`config.mk`:
```
export PLATFORM = sky130hd
export DESIGN_NAME = usb_host_pipe_transfer_ctrl
export DESIGN_NICKNAME = d
export VERILOG_FILES = /design/src/logic/usb_pipe_pkg.sv /design/src/logic/usb_host_pipe_transfer_ctrl.sv
export SDC_FILE = /design/constraint.sdc
export NUM_CORES = 1
export LEC_CHECK = 0
export ABC_AREA = 0
export BUFFER_PORTS_ARGS = -buffer_cell sky130_fd_sc_hd__buf_2
export CAP_MARGIN = 5
export CORE_UTILIZATION = 40
export DETAILED_ROUTE_END_ITERATION = 6
export SLEW_MARGIN = 10
export SYNTH_ARGS = -nofsm -noshare
export SYNTH_HDL_FRONTEND = slang
export SYNTH_SLANG_ARGS = --single-unit
export TNS_END_PERCENT = 20
```
`constraint.sdc`:
```
create_clock -name core_clk -period 4.75 [get_ports core_clk]
set_input_delay 0.2375 -clock core_clk [delete_from_list [all_inputs] [get_ports core_clk]]
set_output_delay 0.2375 -clock core_clk [all_outputs]
set_load 0.03 [all_outputs]
```
`src/logic/usb_pipe_pkg.sv`:
```
// Purpose: Shared types and constants for the host pipe transfer logic
// Assumes: One pipe, one clock, software and link on that clock
// Notes:   Flag index order is the pipe status vector order
package usb_pipe_pkg;
  localparam int DATA_W     = 8;
  localparam int BANK_NUM   = 2;
  localparam int BANK_WORDS = 8;
  localparam int REQ_W      = 9;
  localparam int NFLAG      = 11;
  localparam int NGLOBAL    = 9;
  localparam int NDMA       = 3;
  // Pipe flags: processing first, exceptions from underflow upward
  localparam int F_RXIN  = 0;
  localparam int F_TXOUT = 1;
  localparam int F_TXSTP = 2;
  localparam int F_SHORT = 3;
  localparam int F_NBUSY = 4;
  localparam int F_UNDER = 5;
  localparam int F_PERR  = 6;
  localparam int F_NAK   = 7;
  localparam int F_OVER  = 8;
  localparam int F_STALL = 9;
  localparam int F_CRC   = 10;
  localparam logic [NFLAG-1:0]   PIPE_EXC_MASK   = 11'h7E0;
  // Global: connect, disconnect, reset sent, resume sent,
  // upstream resume, frame start, wake-up, pipe, dma channel
  localparam logic [NGLOBAL-1:0] GLOBAL_EXC_MASK = 9'h000;
  // Dma: end of transfer, end of buffer, descriptor loaded
  localparam logic [NDMA-1:0]    DMA_EXC_MASK    = 3'h0;
  localparam logic               TOGGLE_SETUP    = 1'b0;
  localparam logic               TOGGLE_DATA     = 1'b1;
  localparam logic [REQ_W-1:0]   REQ_ONE         = 9'h001;
  localparam logic [1:0]         SKID_DEPTH      = 2'h2;

  typedef enum logic [1:0] {
    TOK_SETUP = 2'h0,
    TOK_IN    = 2'h1,
    TOK_OUT   = 2'h2
  } token_t;

  typedef enum logic [2:0] {
    ST_IDLE = 3'h1,
    ST_WAIT = 3'h2,
    ST_TX   = 3'h4
  } state_t;

  typedef struct packed {
    logic               isCtrl;
    logic               isIso;
    token_t             token;
    logic               in_request_mode;
    logic [REQ_W-2:0]   inCount;
  } pipe_cfg_t;

  typedef struct packed {
    logic [DATA_W-1:0]  data;
    logic               last;
    logic               crcErr;
  } word_t;
endpackage

```
`src/logic/usb_host_pipe_transfer_ctrl.sv`:
```
// Purpose: Host pipe sequencing, bank handshake and pipe interrupts
// Assumes: All inputs on core_clk; link engine does the bus signalling
// Notes:   BANKS must be two or more
// Behaviour
// - Control pipe: SETUP starts with DATA0, IN and OUT with DATA1.
// - Counted mode issues request count plus one IN requests, then freezes.
// - Endless mode keeps issuing IN requests while the pipe is unfrozen.
// - Configure and pick mode first; requests start only when unfrozen.
// - IN bank full sets received flag and ownership flag together.
// - Received-IN clear touches only the received flag.
// - IN ownership clear frees bank, switches, reloads flags from next bank.
// - IN read allowed while current bank holds unread data.
// - OUT bank free sets transmitted flag and ownership flag together.
// - Transmitted-OUT clear touches only the transmitted flag.
// - OUT ownership clear hands bank over, switches, reloads flags.
// - OUT write allowed while current bank has room.
// - Suspend with an OUT bank ready resumes itself and sends it.
// - Isochronous IN CRC failure sets the CRC flag.
// - A CRC-failed packet is stored and flagged received as usual.
// - Global sources are all processing, none exception.
// - Pipe sources split into processing and exception groups.
// - DMA sources are all processing.
// - Frame generation disabled means suspend and no frame starts.
`timescale 1ns/10ps
module usb_host_pipe_transfer_ctrl
  import usb_pipe_pkg::*;
#(
  parameter int BANKS = BANK_NUM,
  parameter int WORDS = BANK_WORDS
) (
  input  wire logic                      core_clk,
  input  wire logic                      rst_b,
  input  wire usb_pipe_pkg::pipe_cfg_t   cfg,
  input  wire logic                      tokenLoad,
  input  wire logic                      freezeSet,
  input  wire logic                      freezeClear,
  input  wire logic [usb_pipe_pkg::NFLAG-1:0]   flagEn,
  input  wire logic [usb_pipe_pkg::NFLAG-1:0]   flagClear,
  input  wire logic [usb_pipe_pkg::NFLAG-1:0]   extFlagSet,
  input  wire logic [usb_pipe_pkg::NGLOBAL-1:0] globalFlags,
  input  wire logic [usb_pipe_pkg::NDMA-1:0]    dmaFlags,
  input  wire logic                      bankOwnershipClear,
  input  wire logic                      sofEnableWr,
  input  wire logic                      sofEnableVal,
  input  wire logic                      sofTick,
  input  wire logic                      swWrValid,
  input  wire logic [usb_pipe_pkg::DATA_W-1:0]  swWrData,
  output logic                           swWrReady,
  output logic                           swRdValid,
  output logic [usb_pipe_pkg::DATA_W-1:0]       swRdData,
  input  wire logic                      swRdReady,
  input  wire logic                      rxValid,
  input  wire usb_pipe_pkg::word_t       rxWord,
  output logic                           rxReady,
  input  wire logic                      linkNoData,
  output logic                           txValid,
  output usb_pipe_pkg::word_t            txWord,
  input  wire logic                      txReady,
  output logic                           inRequest,
  output logic                           dataToggle,
  output logic                           sofPulse,
  output logic                           pipeFreeze,
  output logic [usb_pipe_pkg::NFLAG-1:0]        pipeFlags,
  output logic                           bankOwnership,
  output logic                           readWriteAllowed,
  output logic                           pipeIrq,
  output logic                           pipeExcIrq,
  output logic                           hostIrq,
  output logic                           hostExcIrq,
  output logic                           frameGenEnable,
  output logic                           suspended
);
  import usb_pipe_pkg::*;

  localparam int BB = $clog2(BANKS);
  localparam int PW = $clog2(WORDS + 1);
  localparam int AW = $clog2(BANKS * WORDS);
  localparam logic [PW-1:0] FULL_CNT = PW'(WORDS);

  function automatic logic [BB-1:0] nextBank(input logic [BB-1:0] b);
    nextBank = (b == BB'(BANKS - 1)) ? '0 : b + 1'b1;
  endfunction

  function automatic logic [AW-1:0] addrOf(input logic [BB-1:0] b,
                                          input logic [PW-1:0] p);
    addrOf = AW'(int'(b) * WORDS + int'(p));
  endfunction

  ////////////////////////////////////////////////////////////////////////
  logic [DATA_W-1:0] mem [BANKS*WORDS];
  logic              memWe;
  logic [AW-1:0]     memAddr;
  logic [DATA_W-1:0] memWd;

  state_t            state_r,    state_nxt;
  logic [BB-1:0]     swBank_r,   swBank_nxt;
  logic [BB-1:0]     hwBank_r,   hwBank_nxt;
  logic [PW-1:0]     swPtr_r,    swPtr_nxt;
  logic [PW-1:0]     hwPtr_r,    hwPtr_nxt;
  logic [PW-1:0]     cnt_r [BANKS];
  logic [PW-1:0]     cnt_nxt [BANKS];
  logic [BANKS-1:0]  full_r,     full_nxt;
  logic [NFLAG-1:0]  flags_r,    flags_nxt;
  logic              bank_ownership_flag_r,  bank_ownership_flag_nxt;
  logic              freeze_r,   freeze_nxt;
  logic [REQ_W-1:0]  reqLeft_r,  reqLeft_nxt;
  logic              toggle_r,   toggle_nxt;
  logic              frame_generation_enable_r,     frame_generation_enable_nxt;
  logic              sofP_r,     sofP_nxt;
  logic              inReq_r,    inReq_nxt;
  logic              rxRdy_r,    rxRdy_nxt;
  word_t             buf_r [2];
  word_t             buf_nxt [2];
  logic [1:0]        bufCnt_r,   bufCnt_nxt;
  logic              txV_r,      txV_nxt;
  word_t             txW_r,      txW_nxt;
  logic              rdV_r,      rdV_nxt;
  logic [DATA_W-1:0] rdD_r,      rdD_nxt;
  logic              wrRdy_r,    wrRdy_nxt;
  logic              read_write_allowed_r,    read_write_allowed_nxt;
  logic              irq_r,      irq_nxt;
  logic              exc_r,      exc_nxt;
  logic              hIrq_r,     hIrq_nxt;
  logic              hExc_r,     hExc_nxt;
  logic              susp_r,     susp_nxt;

  logic isIn, isOut, issueReq, startTx, pop, push, outReady, rxDone;
  logic [BB-1:0] nb;

  assign isIn     = cfg.token == TOK_IN;
  assign isOut    = cfg.token == TOK_OUT;
  // Requests only from an unfrozen pipe with a free bank
  assign issueReq = state_r == ST_IDLE && isIn && !freeze_r && frame_generation_enable_r &&
                    !full_r[hwBank_r];
  assign outReady = isOut && !freeze_r && full_r[hwBank_r];
  assign startTx  = state_r == ST_IDLE && outReady && frame_generation_enable_r;
  assign pop      = state_r == ST_WAIT && bufCnt_r != 2'h0 && !linkNoData;
  assign push     = rxValid && rxRdy_r;
  assign rxDone   = pop && buf_r[0].last;
  assign nb       = nextBank(swBank_r);

  ////////////////////////////////////////////////////////////////////////
  always_comb begin
    state_nxt   = state_r;
    swBank_nxt  = swBank_r;
    hwBank_nxt  = hwBank_r;
    swPtr_nxt   = swPtr_r;
    hwPtr_nxt   = hwPtr_r;
    cnt_nxt     = cnt_r;
    full_nxt    = full_r;
    flags_nxt   = flags_r & ~flagClear;
    bank_ownership_flag_nxt = bank_ownership_flag_r;
    freeze_nxt  = freeze_r;
    reqLeft_nxt = reqLeft_r;
    toggle_nxt  = toggle_r;
    frame_generation_enable_nxt    = frame_generation_enable_r;
    inReq_nxt   = 1'b0;
    txV_nxt     = txV_r;
    txW_nxt     = txW_r;
    rdV_nxt     = rdV_r;
    rdD_nxt     = rdD_r;
    memWe       = 1'b0;
    memAddr     = '0;
    memWd       = '0;
    if (tokenLoad && cfg.isCtrl) begin
      toggle_nxt = (cfg.token == TOK_SETUP) ? TOGGLE_SETUP : TOGGLE_DATA;
    end
    if (freezeClear) begin
      freeze_nxt  = 1'b0;
      reqLeft_nxt = REQ_W'(cfg.inCount) + REQ_ONE;
      if (isOut && !full_r[swBank_r]) begin
        bank_ownership_flag_nxt        = 1'b1;
        flags_nxt[F_TXOUT] = 1'b1;
      end
    end
    if (freezeSet) begin
      freeze_nxt = 1'b1;
    end
    case (state_r)
      ST_IDLE: begin
        if (issueReq) begin
          state_nxt = ST_WAIT;
          inReq_nxt = 1'b1;
          hwPtr_nxt = '0;
          if (!cfg.in_request_mode) begin
            reqLeft_nxt = reqLeft_r - REQ_ONE;
            if (reqLeft_r == REQ_ONE) begin
              freeze_nxt = 1'b1;
            end
          end
        end else if (startTx) begin
          state_nxt = ST_TX;
          hwPtr_nxt = '0;
        end
      end
      ST_WAIT: begin
        if (linkNoData) begin
          state_nxt = ST_IDLE;
        end else if (pop) begin
          if (hwPtr_r < FULL_CNT) begin
            memWe     = 1'b1;
            memAddr   = addrOf(hwBank_r, hwPtr_r);
            memWd     = buf_r[0].data;
            hwPtr_nxt = hwPtr_r + 1'b1;
          end else begin
            flags_nxt[F_OVER] = 1'b1;
          end
          if (buf_r[0].last) begin
            cnt_nxt[hwBank_r]  = hwPtr_nxt;
            full_nxt[hwBank_r] = 1'b1;
            hwBank_nxt         = nextBank(hwBank_r);
            state_nxt          = ST_IDLE;
            if (buf_r[0].crcErr && cfg.isIso) begin
              flags_nxt[F_CRC] = 1'b1;
            end else if (!buf_r[0].crcErr) begin
              toggle_nxt = !toggle_r;
            end
            if (hwBank_r == swBank_r) begin
              flags_nxt[F_RXIN] = 1'b1;
              bank_ownership_flag_nxt       = 1'b1;
            end
          end
        end
      end
      ST_TX: begin
        if (!txV_r || txReady) begin
          if (hwPtr_r < cnt_r[hwBank_r]) begin
            txV_nxt        = 1'b1;
            txW_nxt.data   = mem[addrOf(hwBank_r, hwPtr_r)];
            txW_nxt.last   = hwPtr_r == cnt_r[hwBank_r] - 1'b1;
            txW_nxt.crcErr = 1'b0;
            hwPtr_nxt      = hwPtr_r + 1'b1;
          end else begin
            txV_nxt            = 1'b0;
            full_nxt[hwBank_r] = 1'b0;
            cnt_nxt[hwBank_r]  = '0;
            hwBank_nxt         = nextBank(hwBank_r);
            state_nxt          = ST_IDLE;
            toggle_nxt         = !toggle_r;
            if (hwBank_r == swBank_r) begin
              flags_nxt[F_TXOUT] = 1'b1;
              bank_ownership_flag_nxt        = 1'b1;
            end
          end
        end
      end
      default: state_nxt = ST_IDLE;
    endcase
    if (bankOwnershipClear && bank_ownership_flag_r) begin
      swBank_nxt = nb;
      swPtr_nxt  = '0;
      rdV_nxt    = 1'b0;
      if (isIn) begin
        full_nxt[swBank_r] = 1'b0;
        cnt_nxt[swBank_r]  = '0;
        bank_ownership_flag_nxt        = full_nxt[nb];
        flags_nxt[F_RXIN]  = full_nxt[nb] | extFlagSet[F_RXIN];
      end else begin
        full_nxt[swBank_r] = 1'b1;
        cnt_nxt[swBank_r]  = swPtr_r;
        bank_ownership_flag_nxt        = !full_nxt[nb];
        flags_nxt[F_TXOUT] = !full_nxt[nb] | extFlagSet[F_TXOUT];
      end
    end else if (isIn) begin
      if (!rdV_r || swRdReady) begin
        rdV_nxt = 1'b0;
        if (bank_ownership_flag_r && swPtr_r < cnt_r[swBank_r]) begin
          rdV_nxt   = 1'b1;
          rdD_nxt   = mem[addrOf(swBank_r, swPtr_r)];
          swPtr_nxt = swPtr_r + 1'b1;
        end
      end
    end else if (isOut && swWrValid && wrRdy_r) begin
      memWe     = 1'b1;
      memAddr   = addrOf(swBank_r, swPtr_r);
      memWd     = swWrData;
      swPtr_nxt = swPtr_r + 1'b1;
    end
    wrRdy_nxt = isOut && bank_ownership_flag_nxt && swPtr_nxt < FULL_CNT;
    if (isIn) begin
      read_write_allowed_nxt = rdV_nxt ||
                  (bank_ownership_flag_nxt && swPtr_nxt < cnt_nxt[swBank_nxt]);
    end else begin
      read_write_allowed_nxt = wrRdy_nxt;
    end
    if (sofEnableWr) begin
      frame_generation_enable_nxt = sofEnableVal;
    end
    if (!frame_generation_enable_r && outReady) begin
      frame_generation_enable_nxt = 1'b1;
    end
    sofP_nxt  = sofTick && frame_generation_enable_r;
    susp_nxt  = !frame_generation_enable_nxt;
    flags_nxt = flags_nxt | extFlagSet;
    irq_nxt   = |(flags_nxt & flagEn);
    exc_nxt   = |(flags_nxt & flagEn & PIPE_EXC_MASK);
    hIrq_nxt  = irq_nxt | (|globalFlags) | (|dmaFlags);
    hExc_nxt  = (|(globalFlags & GLOBAL_EXC_MASK)) |
                (|(dmaFlags & DMA_EXC_MASK));
  end

  // Two-entry skid buffer on the receive path
  always_comb begin
    buf_nxt    = buf_r;
    bufCnt_nxt = bufCnt_r;
    if (pop) begin
      buf_nxt[0] = buf_r[1];
      bufCnt_nxt = bufCnt_r - 1'b1;
    end
    if (push) begin
      buf_nxt[bufCnt_nxt[0]] = rxWord;
      bufCnt_nxt             = bufCnt_nxt + 1'b1;
    end
    rxRdy_nxt = bufCnt_nxt < SKID_DEPTH;
  end

  ////////////////////////////////////////////////////////////////////////
  always_ff @(posedge core_clk) begin
    if (memWe) begin
      mem[memAddr] <= memWd;
    end
  end

  always_ff @(posedge core_clk) begin
    if (!rst_b) begin
      state_r  <= ST_IDLE;
      swBank_r <= '0;
      hwBank_r <= '0;
      swPtr_r  <= '0;
      hwPtr_r  <= '0;
      cnt_r    <= '{default: '0};
      full_r   <= '0;
      flags_r  <= '0;
      bank_ownership_flag_r <= 1'b0;
      freeze_r <= 1'b1;
      reqLeft_r <= '0;
      toggle_r <= TOGGLE_SETUP;
      frame_generation_enable_r   <= 1'b0;
      sofP_r   <= 1'b0;
      inReq_r  <= 1'b0;
      rxRdy_r  <= 1'b0;
      buf_r    <= '{default: '0};
      bufCnt_r <= '0;
      txV_r    <= 1'b0;
      txW_r    <= '0;
      rdV_r    <= 1'b0;
      rdD_r    <= '0;
      wrRdy_r  <= 1'b0;
      read_write_allowed_r  <= 1'b0;
      irq_r    <= 1'b0;
      exc_r    <= 1'b0;
      hIrq_r   <= 1'b0;
      hExc_r   <= 1'b0;
      susp_r   <= 1'b1;
    end else begin
      state_r  <= state_nxt;
      swBank_r <= swBank_nxt;
      hwBank_r <= hwBank_nxt;
      swPtr_r  <= swPtr_nxt;
      hwPtr_r  <= hwPtr_nxt;
      cnt_r    <= cnt_nxt;
      full_r   <= full_nxt;
      flags_r  <= flags_nxt;
      bank_ownership_flag_r <= bank_ownership_flag_nxt;
      freeze_r <= freeze_nxt;
      reqLeft_r <= reqLeft_nxt;
      toggle_r <= toggle_nxt;
      frame_generation_enable_r   <= frame_generation_enable_nxt;
      sofP_r   <= sofP_nxt;
      inReq_r  <= inReq_nxt;
      rxRdy_r  <= rxRdy_nxt;
      buf_r    <= buf_nxt;
      bufCnt_r <= bufCnt_nxt;
      txV_r    <= txV_nxt;
      txW_r    <= txW_nxt;
      rdV_r    <= rdV_nxt;
      rdD_r    <= rdD_nxt;
      wrRdy_r  <= wrRdy_nxt;
      read_write_allowed_r  <= read_write_allowed_nxt;
      irq_r    <= irq_nxt;
      exc_r    <= exc_nxt;
      hIrq_r   <= hIrq_nxt;
      hExc_r   <= hExc_nxt;
      susp_r   <= susp_nxt;
    end
  end

  assign swWrReady        = wrRdy_r;
  assign swRdValid        = rdV_r;
  assign swRdData         = rdD_r;
  assign rxReady          = rxRdy_r;
  assign txValid          = txV_r;
  assign txWord           = txW_r;
  assign inRequest        = inReq_r;
  assign dataToggle       = toggle_r;
  assign sofPulse         = sofP_r;
  assign pipeFreeze       = freeze_r;
  assign pipeFlags        = flags_r;
  assign bankOwnership    = bank_ownership_flag_r;
  assign readWriteAllowed = read_write_allowed_r;
  assign pipeIrq          = irq_r;
  assign pipeExcIrq       = exc_r;
  assign hostIrq          = hIrq_r;
  assign hostExcIrq       = hExc_r;
  assign frameGenEnable   = frame_generation_enable_r;
  assign suspended        = susp_r;
endmodule

```
==> metrics.md <==
| Metric | Value |
|---|---|
| TritonCTS clock tree | done |
| Max Clk Rate | ~0.27 GHz |
| Power density cells | between 300 and 400 nW/um^2 |
| Power Internal | roughly 3.6 mW |
| Fraction of power consumed by sequential logic | 0.433 |
| Share of cells above drive strength 1 | 0.232 |
| Clock Power Share | 0.391 |
| Cell depth of the worst flop-to-flop path | 14 |
| Residual DRC | 0 |
| Share of the cycle needed by the critical path after routing | 0.784 |
| Start point of the worst hold path | flagClear[6] |
| Overall Global Routing Usage | 0.213 |
| Type of destination of the critical path | flip-flop |
| Setup clock skew after layout | about 11 ps |
| Vert. Die Dim | around 170 microns |
| Reg clk slew, reported paths | about 60 ps |
| Fraction of the yosys area taken by sequential cells | 0.514 |
| Proportion of synthesized flip-flops having asynchronous set or reset | 0 |
| Number of enable-type register cells in the synthesized netlist | ~130 |
| Maximum Capacitance Violations | 0 |
| NumNets Final | around 1.2k |
| Remaining antenna violation count | 0 |
| Final weighted congestion in routability-driven placement | 0.862 |
| Hold Crit Endpoint | pipeFlags[6] |
| Setup fix buffers added after clock tree synthesis | 0 |
| Cells after DPL | about 1.4k |
| Area overhead of the layout relative to synthesis | 19.6% |
| Crit-path max FO | 17 |
| Worst slack on hold paths | roughly 17 ps |
| Worst-Skew Late Latency | ~540 ps |
| CTS hold repair buffers | 31 |
| RSZ-0062 raised after global routing | false |
| Number of distinct library cell variants in the gate-level netlist after synthesis | 75 |
| Fin Setup TNS | 0 ps |
| Leading cell type in the layout, fill and taps excluded | sky130_fd_sc_hd__buf_2 |
| Fraction of the core area covered by cells at the end of the flow | 0.485 |
| Leakage dissipation | ~4.8 nW |
| Average routed wire per standard cell | between 20 and 25 microns |
| Avg Synthesized Cell Area | 11.8 sq um |
| Classification of the worst setup path | flip-flop to flip-flop |
| Global-route wire length before repair | between 40 and 50 mm |
| Maximum clock path buffer count | 3 |
| Clock root buffer | sky130_fd_sc_hd__clkbuf_16 |
| Tightest Pin Transition | 1040 ps |
| Data arrival time of the critical path | between 4000 and 5000 ps |
| Post-DR vias/cell | 5.60 |
| Die outline area | roughly 29000 sq um |
| Total clock buffers created by CTS | 25 |
| Non-filler instance count after layout | 1505 |
| Number of antenna violations at the first check in global routing | 0 |
| Cell Chain, Critical Path | buf_4 -> mux2i_1 -> ha_1 -> o21ai_0 -> a21oi_1 -> o21a_2 -> o21ai_0 -> a21oi_1 -> o21bai_1 -> mux2_2 -> ha_1 -> o211ai_1 -> a31o_1 -> a311o_1 |
| Max VDD drop | between 0.2 and 0.25 mV |
| Initial Utilization | 0.406 |
| Total of cells resized after clock tree synthesis | 0 |
| Minimum clock period | 3720 ps |
| Clock Sinks | 225 |
| Sum of routed wire length over all layers | approximately 31 mm |
| Internal reg-to-reg setup slack | 1030 ps |
| Final Max Tran Viols | 0 |
| Count of state elements after synthesis | 225 |
| Count of buffers inserted at the top-level ports | 132 |
| Netlist Area Pre-Place | approximately 11000 sq um |
| Number of global-route vias before repair | a little over 8k |
| Kind of path behind the tightest hold check | input pin to flip-flop |
| Highest-count cells in the layout ignoring fill and taps | sky130_fd_sc_hd__buf_2 (132), sky130_fd_sc_hd__edfxtp_1 (128), sky130_fd_sc_hd__nor2_1 (114) |
| Number of standard cells after synthesis | approximately 950 |
| Number of rows created at floorplan | 61 |
| Core Box Area | roughly 28000 sq um |
| Power dissipated by switching net loads | 1.30 mW |
| Critical R2R Capture | readWriteAllowed |
| Drt first pass iters | 5 |
| Switching power share of the total | 0.264 |
| Synthesis Warnings | 0 |
| Slowest stage cell, crit path | sky130_fd_sc_hd__dfxtp_1 |
| Detailed-placement wirelength estimate | about 21 mm |
| Required @ worst endpoint | a little over 5000 ps |
| Number of levels in the clock H-tree | 1 |
| Number of hold-slack violations in the final timing report | 0 |
| Count of endpoints failing setup in the final report | 0 |
| Predominant post-synthesis flop cell | sky130_fd_sc_hd__edfxtp_1 |
| Pin count of the biggest net entering global routing | between 50 and 60 |
| Grt total ovfl | 0 |
| Longest individual stage delay on the worst path | 410 ps |
| Element type at the critical path start | flip-flop |
| Combinational power share | 0.176 |
| Initial drt markers | just under 700 |
| DR vias | around 8.4k |
| Ports placed on the boundary | 135 |
| Width of the chip | 170 microns |
| Result of the run | completed |
| Worst hold stages | 4 |
| Launching point of the worst reg2reg path | hwBank_r |
| Normalized max-slew margin | 0.304 |
| Number of diodes | 0 |
-- synthesized netlist by cell type (4+ instances only) --
cell type | n | area (sq um)
sky130_fd_sc_hd__o221ai_1 | 16 | 140
sky130_fd_sc_hd__nor3b_1 | 7 | 52.6
sky130_fd_sc_hd__mux2i_1 | 67 | 671
sky130_fd_sc_hd__a311oi_1 | 14 | 123
sky130_fd_sc_hd__buf_1 | 9 | 33.8
sky130_fd_sc_hd__nand4_1 | 4 | 25.0
sky130_fd_sc_hd__o211ai_1 | 6 | 45.0
sky130_fd_sc_hd__a211oi_1 | 18 | 135
sky130_fd_sc_hd__nor3_1 | 14 | 70.1
sky130_fd_sc_hd__nor2b_1 | 20 | 125
sky130_fd_sc_hd__inv_1 | 20 | 75.1
sky130_fd_sc_hd__nor2_1 | 114 | 428
sky130_fd_sc_hd__buf_2 | 7 | 35.0
sky130_fd_sc_hd__o21ai_0 | 31 | 155
sky130_fd_sc_hd__a21oi_1 | 29 | 145
sky130_fd_sc_hd__dfxtp_1 | 97 | 1940
sky130_fd_sc_hd__and2_1 | 10 | 62.6
sky130_fd_sc_hd__xnor2_1 | 14 | 123
sky130_fd_sc_hd__nand3_1 | 16 | 80.1
sky130_fd_sc_hd__nand2_1 | 72 | 270
sky130_fd_sc_hd__nor4_1 | 9 | 56.3
sky130_fd_sc_hd__xor2_1 | 10 | 87.6
sky130_fd_sc_hd__clkbuf_1 | 40 | 150
sky130_fd_sc_hd__a22o_1 | 11 | 96.3
sky130_fd_sc_hd__nand2b_1 | 7 | 43.8
sky130_fd_sc_hd__a31oi_1 | 5 | 31.3
sky130_fd_sc_hd__mux4_2 | 56 | 1260
sky130_fd_sc_hd__o31ai_1 | 5 | 37.5
sky130_fd_sc_hd__and3_1 | 5 | 31.3
sky130_fd_sc_hd__ha_1 | 21 | 263
sky130_fd_sc_hd__o22ai_1 | 10 | 62.6
sky130_fd_sc_hd__edfxtp_1 | 128 | 3840
-- worst max-delay path, delay by kind of cell (launching register included) --
| family | cells | cell delay, ps |
|---|---|---|
| buffers and inverters | 1 | 270 |
| DFF | 1 | 410 |
| AOI/OAI and AO/OA | 9 | 1750 |
| adders and majority gates | 2 | 580 |
| muxes | 2 | 590 |
-- metrics by stage --
stage,worst slack (ps),area [sq um],total power [mW]
global placement,1160,12300,3.01
detailed placement,1100,12300,3.01
global route,756,13400,5.09
finish,1030,13400,4.92
CTS,1060,13400,4.95
floorplan,1040,11300,2.74
-- sequential cells by signal, indices dropped and copies added, names as in the netlist, 2 cells and up, named ones only --
signal,flops
mem,128
pipeFlags,11
buf_r,10
reqLeft_r,9
txWord,9
cnt_r,8
swRdData,8
hwPtr_r,4
swPtr_r,4
state_r,3
bufCnt_r,2
full_r,2
-- final cells by class --
class,count,area (sq um)
tap,378,473
multi-input combinational,650,5150
inverter,21,78.8
timing repair buffer,185,1140
clock inverter,4,63.8
clock buffer,42,751
fill,2445,14300
sequential,225,5790
-- worst max path at each step --
stage                     startpoint  depth (start not counted)                to
after floorplan             hwBank_r                         15  readWriteAllowed
after global placement      hwBank_r                         14  readWriteAllowed
after detailed placement    hwBank_r                         14  readWriteAllowed
after CTS                   hwBank_r                         14  readWriteAllowed
after global routing        hwBank_r                         14  readWriteAllowed
final                       hwBank_r                         14  readWriteAllowed
-- cell families after synthesis --
kind of cell	share of synthesized area
compound gates	0.117
xor+xnor	0.0187
fa+ha+maj	0.0234
buf+inv	0.0288
flops	0.514
mux	0.175
other cells	0.000333
simple gates	0.123
-- power by group through the flow --
stage          clock [mW]  sequential (mW)  combinational [mW]
2_1_floorplan           0             2.17               0.567
3_3_place_gp            0             2.18               0.833
3_5_place_dp            0             2.18               0.838
4_1_cts              1.95             2.13               0.859
5_1_grt              2.03             2.14               0.919
6_report             1.92             2.13               0.864
-- routing by layer --
metal	up-vias	wire, microns	track usage
li1	3951	-	-
met1	4165	12800	0.277
met2	274	15200	0.369
met3	37	1960	0.0364
met4	0	582	0.0537
met5	-	0	0
No activity file was read; power rests on OpenSTA's default activity.
